<file path="src/mjdc_pkg.sv">
// Purpose: Shared constants for the multicore debug scan chain
// Assumes: One local clock for all cores in this model
// Notes:   Identity value below is arbitrary
package mjdc_pkg;
  localparam int unsigned NUM_CORES   = 18;
  localparam int unsigned IR_WIDTH    = 4;
  localparam int unsigned ID_WIDTH    = 32;
  // Arbitrary identity value, not tied to any real part
  localparam logic [31:0] ID_CODE     = 32'h1234_5671;
  localparam logic [3:0]  IR_IDCODE   = 4'he;
  localparam logic [3:0]  IR_BYPASS   = 4'hf;
  localparam logic [3:0]  IR_CAPTURE  = 4'h1;

  typedef enum logic [15:0] {
    ST_RESET   = 16'h0001,
    ST_IDLE    = 16'h0002,
    ST_SEL_DR  = 16'h0004,
    ST_CAP_DR  = 16'h0008,
    ST_SH_DR   = 16'h0010,
    ST_EX1_DR  = 16'h0020,
    ST_PA_DR   = 16'h0040,
    ST_EX2_DR  = 16'h0080,
    ST_UP_DR   = 16'h0100,
    ST_SEL_IR  = 16'h0200,
    ST_CAP_IR  = 16'h0400,
    ST_SH_IR   = 16'h0800,
    ST_EX1_IR  = 16'h1000,
    ST_PA_IR   = 16'h2000,
    ST_EX2_IR  = 16'h4000,
    ST_UP_IR   = 16'h8000
  } mjdc_state_type;
endpackage : mjdc_pkg

</file>
<file path="src/mjdc_core_tap.sv">
// Purpose: One core's test access port, advanced on recognised clock edges
// Assumes: Edge strobes come from the synchronised test clock
// Notes:   Only identity and bypass data registers exist
`timescale 1ns/1ns
module mjdc_core_tap (
  // Clock and reset
  input  wire logic clk,
  input  wire logic arst_n,
  input  wire logic trst_n_s,
  // Recognised test clock edges
  input  wire logic tck_rise,
  input  wire logic tck_fall,
  // Scan path
  input  wire logic tms,
  input  wire logic tdi,
  output logic      tdo
);
  mjdc_pkg::mjdc_state_type state_q;
  mjdc_pkg::mjdc_state_type state_d;
  logic [mjdc_pkg::IR_WIDTH-1:0] ir_q;
  logic [mjdc_pkg::IR_WIDTH-1:0] irsh_q;
  logic [mjdc_pkg::ID_WIDTH-1:0] dr_q;
  logic                          byp_q;

  always_comb
  begin
    state_d = state_q;
    unique case (state_q)
      mjdc_pkg::ST_RESET:  state_d = tms ? mjdc_pkg::ST_RESET : mjdc_pkg::ST_IDLE;
      mjdc_pkg::ST_IDLE:   state_d = tms ? mjdc_pkg::ST_SEL_DR : mjdc_pkg::ST_IDLE;
      mjdc_pkg::ST_SEL_DR: state_d = tms ? mjdc_pkg::ST_SEL_IR : mjdc_pkg::ST_CAP_DR;
      mjdc_pkg::ST_CAP_DR: state_d = tms ? mjdc_pkg::ST_EX1_DR : mjdc_pkg::ST_SH_DR;
      mjdc_pkg::ST_SH_DR:  state_d = tms ? mjdc_pkg::ST_EX1_DR : mjdc_pkg::ST_SH_DR;
      mjdc_pkg::ST_EX1_DR: state_d = tms ? mjdc_pkg::ST_UP_DR : mjdc_pkg::ST_PA_DR;
      mjdc_pkg::ST_PA_DR:  state_d = tms ? mjdc_pkg::ST_EX2_DR : mjdc_pkg::ST_PA_DR;
      mjdc_pkg::ST_EX2_DR: state_d = tms ? mjdc_pkg::ST_UP_DR : mjdc_pkg::ST_SH_DR;
      mjdc_pkg::ST_UP_DR:  state_d = tms ? mjdc_pkg::ST_SEL_DR : mjdc_pkg::ST_IDLE;
      mjdc_pkg::ST_SEL_IR: state_d = tms ? mjdc_pkg::ST_RESET : mjdc_pkg::ST_CAP_IR;
      mjdc_pkg::ST_CAP_IR: state_d = tms ? mjdc_pkg::ST_EX1_IR : mjdc_pkg::ST_SH_IR;
      mjdc_pkg::ST_SH_IR:  state_d = tms ? mjdc_pkg::ST_EX1_IR : mjdc_pkg::ST_SH_IR;
      mjdc_pkg::ST_EX1_IR: state_d = tms ? mjdc_pkg::ST_UP_IR : mjdc_pkg::ST_PA_IR;
      mjdc_pkg::ST_PA_IR:  state_d = tms ? mjdc_pkg::ST_EX2_IR : mjdc_pkg::ST_PA_IR;
      mjdc_pkg::ST_EX2_IR: state_d = tms ? mjdc_pkg::ST_UP_IR : mjdc_pkg::ST_SH_IR;
      mjdc_pkg::ST_UP_IR:  state_d = tms ? mjdc_pkg::ST_SEL_DR : mjdc_pkg::ST_IDLE;
      default:             state_d = mjdc_pkg::ST_RESET;
    endcase
  end

  // Controller moves on recognised rising edges, or to reset while trst_n_s is low
  always_ff @(posedge clk or negedge arst_n)
  begin
    if (!arst_n)
      state_q <= mjdc_pkg::ST_RESET;
    else if (!trst_n_s)
      state_q <= mjdc_pkg::ST_RESET;
    else if (tck_rise)
      state_q <= state_d;
  end

  // Instruction register; reset selects identity
  always_ff @(posedge clk or negedge arst_n)
  begin
    if (!arst_n)
    begin
      ir_q   <= mjdc_pkg::IR_IDCODE;
      irsh_q <= mjdc_pkg::IR_CAPTURE;
    end
    else if (!trst_n_s || (tck_rise && state_q == mjdc_pkg::ST_RESET))
    begin
      ir_q   <= mjdc_pkg::IR_IDCODE;
      irsh_q <= mjdc_pkg::IR_CAPTURE;
    end
    else if (tck_rise)
    begin
      if (state_q == mjdc_pkg::ST_CAP_IR)
        irsh_q <= mjdc_pkg::IR_CAPTURE;
      else if (state_q == mjdc_pkg::ST_SH_IR)
        irsh_q <= {tdi, irsh_q[mjdc_pkg::IR_WIDTH-1:1]};
      // Update happens on the falling edge per standard timing
    end
    else if (tck_fall && state_q == mjdc_pkg::ST_UP_IR)
      ir_q <= irsh_q;
  end

  // Data registers: identity and single-bit bypass; no boundary scan exists
  always_ff @(posedge clk or negedge arst_n)
  begin
    if (!arst_n)
    begin
      dr_q  <= '0;
      byp_q <= 1'b0;
    end
    else if (tck_rise && state_q == mjdc_pkg::ST_CAP_DR)
    begin
      dr_q  <= mjdc_pkg::ID_CODE;
      byp_q <= 1'b0;
    end
    else if (tck_rise && state_q == mjdc_pkg::ST_SH_DR)
    begin
      if (ir_q == mjdc_pkg::IR_IDCODE)
        dr_q <= {tdi, dr_q[mjdc_pkg::ID_WIDTH-1:1]};
      else
        byp_q <= tdi;
    end
  end

  // Output changes on falling edge, as the standard requires
  always_ff @(posedge clk or negedge arst_n)
  begin
    if (!arst_n)
      tdo <= 1'b0;
    else if (tck_fall)
    begin
      if (state_q == mjdc_pkg::ST_SH_IR)
        tdo <= irsh_q[0];
      else if (state_q == mjdc_pkg::ST_SH_DR)
        tdo <= (ir_q == mjdc_pkg::IR_IDCODE) ? dr_q[0] : byp_q;
    end
  end
endmodule : mjdc_core_tap

</file>
<file path="src/mjdc_chain.sv">
// Purpose: Debug scan chain of all cores with returned test clock
// Assumes: Probe waits on the returned clock before each test clock edge
// Notes:   Debug access only; no pin scan
`timescale 1ns/1ns
module mjdc_chain (
  // Clock and reset
  input  wire logic clk,
  input  wire logic arst_n,
  // Probe pins
  input  wire logic trst_n,
  input  wire logic tck,
  input  wire logic tms,
  input  wire logic tdi,
  output logic      return_test_clock,
  output logic      tdo
);
  // Pin synchronisers, two stages each
  logic [1:0] tck_sync_q;
  logic [1:0] tms_sync_q;
  logic [1:0] tdi_sync_q;
  logic [1:0] trst_sync_q;
  logic       tck_seen_q;
  logic       tck_rise;
  logic       tck_fall;
  logic [mjdc_pkg::NUM_CORES:0] link;

  always_ff @(posedge clk or negedge arst_n)
  begin
    if (!arst_n)
    begin
      tck_sync_q  <= '0;
      tms_sync_q  <= 2'h3;
      tdi_sync_q  <= 2'h3;
      trst_sync_q <= '0;
    end
    else
    begin
      tck_sync_q  <= {tck_sync_q[0], tck};
      tms_sync_q  <= {tms_sync_q[0], tms};
      tdi_sync_q  <= {tdi_sync_q[0], tdi};
      trst_sync_q <= {trst_sync_q[0], trst_n};
    end
  end

  // Edge detection looks only at the second stage
  always_ff @(posedge clk or negedge arst_n)
  begin
    if (!arst_n)
      tck_seen_q <= 1'b0;
    else
      tck_seen_q <= tck_sync_q[1];
  end

  // Mode and data were sampled alongside clock, so stable by handshake
  assign tck_rise = tck_sync_q[1] & ~tck_seen_q;
  assign tck_fall = ~tck_sync_q[1] & tck_seen_q;

  // Return clock follows only after the local logic has acted on the edge
  always_ff @(posedge clk or negedge arst_n)
  begin
    if (!arst_n)
      return_test_clock <= 1'b0;
    else
      return_test_clock <= tck_seen_q;
  end

  assign link[0] = tdi_sync_q[1];

  // Core zero nearest the data input
  genvar g;
  generate
    for (g = 0; g < mjdc_pkg::NUM_CORES; g++)
    begin : g_core
      mjdc_core_tap u_tap (
        .clk      (clk),
        .arst_n   (arst_n),
        .trst_n_s (trst_sync_q[1]),
        .tck_rise (tck_rise),
        .tck_fall (tck_fall),
        .tms      (tms_sync_q[1]),
        .tdi      (link[g]),
        .tdo      (link[g+1])
      );
    end
  endgenerate

  assign tdo = link[mjdc_pkg::NUM_CORES];
endmodule : mjdc_chain

</file>
<file path="config.mk">
export PLATFORM = sky130hd
export DESIGN_NAME = mjdc_chain
export DESIGN_NICKNAME = d
export VERILOG_FILES = /design/src/mjdc_pkg.sv /design/src/mjdc_core_tap.sv /design/src/mjdc_chain.sv
export SDC_FILE = /design/constraint.sdc
export NUM_CORES = 2
export LEC_CHECK = 0
export BUFFER_PORTS_ARGS = -buffer_cell sky130_fd_sc_hd__buf_2
export CORE_ASPECT_RATIO = 1.5
export CORE_MARGIN = 2
export CORE_UTILIZATION = 60
export CTS_BUF_LIST = sky130_fd_sc_hd__clkbuf_4
export DETAILED_ROUTE_END_ITERATION = 12
export PLACE_DENSITY_LB_ADDON = 0.1
export SLEW_MARGIN = 20
export SYNTH_ARGS = -nofsm -noshare
export SYNTH_HDL_FRONTEND = slang
export SYNTH_HIERARCHICAL = 1
export SYNTH_SLANG_ARGS = --single-unit
</file>
<file path="constraint.sdc">
create_clock -name clk -period 7.3 [get_ports clk]
set_input_delay 0.365 -clock clk [delete_from_list [all_inputs] [get_ports clk]]
set_output_delay 0.365 -clock clk [all_outputs]
set_load 0.02 [all_outputs]
</file>
After elaboration in Yosys (flattened, before gate mapping) --
Index checks and enable logic that the tools add are counted.
Word-level totals: register bits after elaboration 1054, bits of input ports 6
Cells by class: equality and inequality tests 343, multiplexer cells 354, bitwise operators 4, reductions and logical operators 343
Operators with widths (count):
- 16-bit one-hot mux with 12 select lines | 18
- 32-bit 2-to-1 mux | 54
- 16-bit 2-to-1 mux | 38
- 4-bit 2-to-1 mux | 126
- 16-bit by 1-bit equality test with 1-bit output, second input constant | 18
- 16-bit by 10-bit equality test with 1-bit output, second input constant | 18
- 16-bit by 11-bit equality test with 1-bit output, second input constant | 18
- 16-bit by 12-bit equality test with 1-bit output, second input constant | 18
- 16-bit by 13-bit equality test with 1-bit output, second input constant | 18
- 16-bit by 14-bit equality test with 1-bit output, second input constant | 18
- 16-bit by 15-bit equality test with 1-bit output, second input constant | 18
- 16-bit equality test, second input constant | 18
- 16-bit by 2-bit equality test with 1-bit output, second input constant | 18
- 16-bit by 3-bit equality test with 1-bit output, second input constant | 18
- 16-bit by 4-bit equality test with 1-bit output, second input constant | 18
- 16-bit by 5-bit equality test with 1-bit output, second input constant | 18
- 16-bit by 6-bit equality test with 1-bit output, second input constant | 18
- 16-bit by 7-bit equality test with 1-bit output, second input constant | 18
- 16-bit by 8-bit equality test with 1-bit output, second input constant | 18
- 16-bit by 9-bit equality test with 1-bit output, second input constant | 18
- 2-bit AND reduction | 90
- 2-bit nonzero test | 90
- 1-bit 2-to-1 mux | 108
- 4-bit equality test, second input constant | 18
- other kinds (19) | 214

Depth between registers and ports, before layout --
word-level depth 6, gate-level depth with buffers 9

Cells and area by module --
Netlist, hierarchy kept.
By module, submodules not included:
- mjdc_core_tap (g_core[1].u_tap ...) | instances 9, cells an instance 311, area an instance 3113.0 µm², sequential area each 1457.6 µm²
- mjdc_core_tap (g_core[10].u_tap ...) | instances 7, cells an instance 326, area an instance 2989.1 µm², sequential area each 1457.6 µm²
- mjdc_core_tap (g_core[17].u_tap) | instances 1, cells an instance 318, area an instance 3166.8 µm², sequential area each 1457.6 µm²
- mjdc_core_tap (g_core[0].u_tap) | instances 1, cells an instance 311, area an instance 3108.0 µm², sequential area each 1457.6 µm²
- mjdc_chain | instances 1, cells an instance 12, area an instance 270.3 µm², sequential area each 255.2 µm²

Least setup slack after synthesis --
OpenSTA, ideal clock, no wires.
path type reg2reg, from register g_core[0].u_tap.state_q[2], to register g_core[0].u_tap/dr_q[10] in the netlist's numbering, setup time 0.125 ns, arrival 2.424 ns, setup slack 4.751 ns, cell stages (with the launch flop) 8, clock period less this slack 2.549 ns, path through dfrtp_1 -> or4_1 -> buf_2 -> or4b_4 -> nor4b_4 -> o21ai_2 -> buf_6 -> mux2_4
Between the ends: cells in the longest elaborated chain, start to end 4
RTL lines:
- start: declaration | RTL line mjdc_core_tap.sv:18 | mjdc_pkg::mjdc_state_type state_q;
- start signal: assignment | RTL line mjdc_core_tap.sv:53 | state_q <= mjdc_pkg::ST_RESET;
- start signal: assignment | RTL line mjdc_core_tap.sv:55 | state_q <= mjdc_pkg::ST_RESET;
- start signal: assignment | RTL line mjdc_core_tap.sv:57 | state_q <= state_d;
- 16-bit by 4-bit equality test with 1-bit output / 16-bit by 5-bit equality test with 1-bit output (equally long branches) | RTL line mjdc_core_tap.sv:93, mjdc_core_tap.sv:98
- 1-bit logical AND, on equally long branches | RTL line mjdc_core_tap.sv:93, mjdc_core_tap.sv:98
- 2-bit nonzero test (no source line)
- 2-bit AND reduction (no source line)
- end signal: assignment | RTL line mjdc_core_tap.sv:95 | dr_q <= mjdc_pkg::ID_CODE;
- end signal: assignment | RTL line mjdc_core_tap.sv:101 | dr_q <= {tdi, dr_q[mjdc_pkg::ID_WIDTH-1:1]};
- end: declaration | RTL line mjdc_core_tap.sv:22 | logic [mjdc_pkg::ID_WIDTH-1:0] dr_q;
Parallel ways exist; a longest one is shown, timed or not. A chain may end at the register's enable or synchronous reset.

Worst setup path in the final report --
from register g_core[6].u_tap.state_q[9], to register g_core[6].u_tap/dr_q[9] in the netlist's numbering
Between the ends: cells in the longest elaborated chain, start to end 4
RTL lines (RTL line):
- start: declaration | mjdc_core_tap.sv:18
- start signal: assignment | mjdc_core_tap.sv:53
- start signal: assignment | mjdc_core_tap.sv:55
- start signal: assignment | mjdc_core_tap.sv:57
- 16-bit by 4-bit equality test with 1-bit output / 16-bit by 5-bit equality test with 1-bit output (equally long branches) | mjdc_core_tap.sv:93, mjdc_core_tap.sv:98
- 1-bit logical AND, on equally long branches | mjdc_core_tap.sv:93, mjdc_core_tap.sv:98
- 2-bit nonzero test (no source line)
- 2-bit AND reduction (no source line)
- end signal: assignment | mjdc_core_tap.sv:95
- end signal: assignment | mjdc_core_tap.sv:101
- end: declaration | mjdc_core_tap.sv:22
Parallel ways exist; a longest one is shown, timed or not.

==> impl_metrics.ini <==
[run_status]
status = finished clean

[final_layout]
regArea_um2 = 26500
fillers = 7787
syn2layout_area_growth_pct = 6.89
final_util = 0.647
drive_above_1_share = 0.156
stdcell_area_um2 = 59300
multi_input_area_um2 = 26100
instances_no_fill = 7104
nNetsFinal = 5735

[yosys]
ys_warn_count = 6
syn-cell-area_um2 = 55500
synth_area_leaders = dfrtp_1, nand2_1, mux2i_1
synth_cells = 5722
ys_seq_area_frac = 0.477
synth_cell_type_count = 71
synth_top_area_frac = 0.433
avgSynthCellArea_um2 = 9.70
yosysTopAreaCell = dfrtp_1
synth_fp_nets = 5728
synth_seq_cells = 1054
synth-edff-count = 0
async_reset_ff_frac = 1.00
synth-main-ff-cell = dfrtp_1

[placement]
dp.cells = 6613
numPortBuffers = 7
hpwl_mm = 69.4
gp_congestion = 0.894
dp_slack_ns = 4.21
dpl_cell_area_um2 = 55800

[sta]
min_period_ns = 3.14
tns_ns = 0
drv_slew = 0
relSlewSlack = 0.301
rsz0062_at_grt = false
setup_ws_ns = 4.16
final.period_utilization = 0.430
final.setup_skew_ns = 0.0627
setup_viol = 0
max_freq_mhz = 319
worstMarginPinSlew_ns = 1.05
hold_viol_final = 0

[clock_tree]
clock_sinks = 1054
cts-root-buf = clkbuf_4
path_clk_slew_ns = 0.07
htreeDepth = 5
clock_path_buffers = 4
cts_tree = done
clk_latency_ns = 1.18
cts_made_buffers = 276

[power]
p_sw_frac = 0.241
seqPwrFrac = 0.519
p_sw_mw = 2.74
clockPowerShare = 0.441
p_int_mw = 8.64
powerDensity_nw_per_um2 = 192
power_frac_comb = 0.040
p_leak_nw = 27.3
worst_ir_drop_vdd_mv = 0.173

[routing]
top_layer_used = met4
drt-total-wl_mm = 113
wl_met3_mm = 4.18
drcViolationCount = 0
drtIter0Drc = 2859
dr.pass1.iters = 6
vias = 41200
avgRoutedWirePerCell_um = 15.8
detail-route-antenna-nets = 0
via_per_inst = 5.80
route.met2.wl_mm = 56.7
drt-met1-wl_mm = 49.1

[global_routing]
grt_pass1_wl_mm = 197
overflow = 0
antenna_found_initial = 2
grt_max_degree = 167
grt_pass1_vias = 41500
grtUsageTotal = 0.243

[setup_path]
rr_endpoint = g_core[6].u_tap/dr_q[9]
timing.rr.start = g_core[6].u_tap/state_q[9]
worstSetupStartpointType = register
cp-end-kind = register
critical_path_class = reg2reg
arrival_ns = 4.20
ff2ff_setup_slack_ns = 4.16
crit_start = g_core[6].u_tap/state_q[9]
crit_path_end = g_core[6].u_tap/dr_q[9]
reg2regPathDepth = 5
cp_max_fo = 32
required_ns = 8.36

[hold_path]
worstHoldPathType = reg2reg

[die]
num_rows = 136
io_pins = 8
die_width_um = 252
initial_utilization = 0.605
die_h_um = 376
dieArea_um2 = 95000
core_area_um2 = 91700

[run]
maxCapViolCount = 0
==> cell usage after synthesis, drive strengths merged (20+ instances only) <==
library cell,count
nand3,131
buf,176
o2bb2ai,34
and2,129
o21a,71
o31ai,31
o211ai,20
or4,52
a31o,20
inv,321
mux2,151
clkbuf,157
a21boi,77
nand2,904
xor2,52
mux2i,291
o21ai,362
dfstp,94
xnor2,55
dfrtp,960
a22o,21
nor4,158
nand4b,46
nand2b,200
nand4,107
or4b,44
a22oi,52
nor4b,57
nor2,354
nor2b,141
o22ai,64
a21oi,105
nand3b,26
nor3,124
==> registers in the layout, summed over array words and instances, names as in the netlist <==
| register | cells |
|---|---|
| g_core.u_tap/dr_q | 576 |
| g_core.u_tap/state_q | 288 |
| g_core.u_tap/ir_q | 72 |
| g_core.u_tap/irsh_q | 72 |
| g_core.u_tap/byp_q | 18 |
| g_core.u_tap/tdo | 18 |
| tck_sync_q | 2 |
| tdi_sync_q | 2 |
| tms_sync_q | 2 |
| trst_sync_q | 2 |
| return_test_clock | 1 |
| tck_seen_q | 1 |
==> cells by family (layout without fill, tap and decap cells) <==
family          Yosys count  in the layout  synth area share
compound gates          936            936             0.108
xor+xnor                107            107            0.0169
buf+inv                 655            858            0.0543
flops                  1054           1054             0.477
mux                     442            442            0.0913
other cells               0              6                 0
simple gates           2528           2528             0.252
==> per-stage QoR <==
step                total power, mW  hold slack (ns)
floorplan                      6.25           0.0694
global placement               6.46            0.339
detailed placement             6.46            0.340
CTS                            11.6            0.248
global route                   12.0            0.278
finish                         11.4            0.352
==> how the worst min path moves through the flow <==
stage                        startpoint                     to  slack, ns  cells after the start
after floorplan                  arst_n  g_core[0].u_tap/byp_q       0.07                      0
after global routing                tdi          tdi_sync_q[0]       0.28                      3
after CTS                           tdi          tdi_sync_q[0]       0.25                      3
after detailed placement  tck_sync_q[0]          tck_sync_q[1]       0.34                      0
final                     tms_sync_q[0]          tms_sync_q[1]       0.35                      0
after global placement    tck_sync_q[0]          tck_sync_q[1]       0.34                      0
==> power by group through the flow <==
stage | Combinational (mW) | Clock [mW] | Sequential [mW]
finish | 0.458 | 5.02 | 5.90
global route | 0.516 | 5.55 | 5.90
CTS | 0.466 | 5.24 | 5.90
detailed placement | 0.457 | 0 | 6.01
global placement | 0.455 | 0 | 6.01
floorplan | 0.251 | 0 | 6.00
==> timing repair <==
| action | CTS | global route |
|---|---|---|
| endpoints found under the hold margin | 588 | 0 |
| hold buffers | 11 | 0 |
| gates resized for setup | 0 | 0 |
| setup buffers | 0 | 0 |
==> metal layers <==
metal  track usage  vias up
met1         0.306    20100
met2         0.416      798
li1              -    20000
met3        0.0446      242
met4        0.0905        0
met5             0        -
==> worst max-delay path: stages (launching register included) <==
cell and delay, ns:
dfrtp_1 0.45, or4_1 0.71, nor4_2 0.68, nand2_1 0.77, nand2b_1 0.27, mux2_4 0.17
==> area by class of cell <==
type | count | share of cell area
flip-flops and latches | 1054 | 0.447
inverters | 322 | 0.0204
clock buffers | 421 | 0.0533
repair buffers | 62 | 0.00996
multi-input cells | 4013 | 0.441
well taps | 1173 | 0.0247
diodes | 6 | 0.000253
clock inverters | 53 | 0.00397
==> layout by cell type (no fill, tap or decap), types with 55 or more instances in the layout <==
cell,instances
o21ai_1,204
mux2i_1,291
dfrtp_1,959
a21oi_1,105
and2_1,122
o22ai_1,64
nand2b_1,200
o21ai_0,140
xnor2_1,55
nor4_1,118
nand3_1,131
inv_1,321
nand4_1,107
o21a_1,71
nor3_1,116
dfstp_2,93
nor2_1,347
a21boi_0,69
clkbuf_4,421
mux2_4,121
nand2_1,888
nor2b_1,140
(Power assumes the default switching activity.)
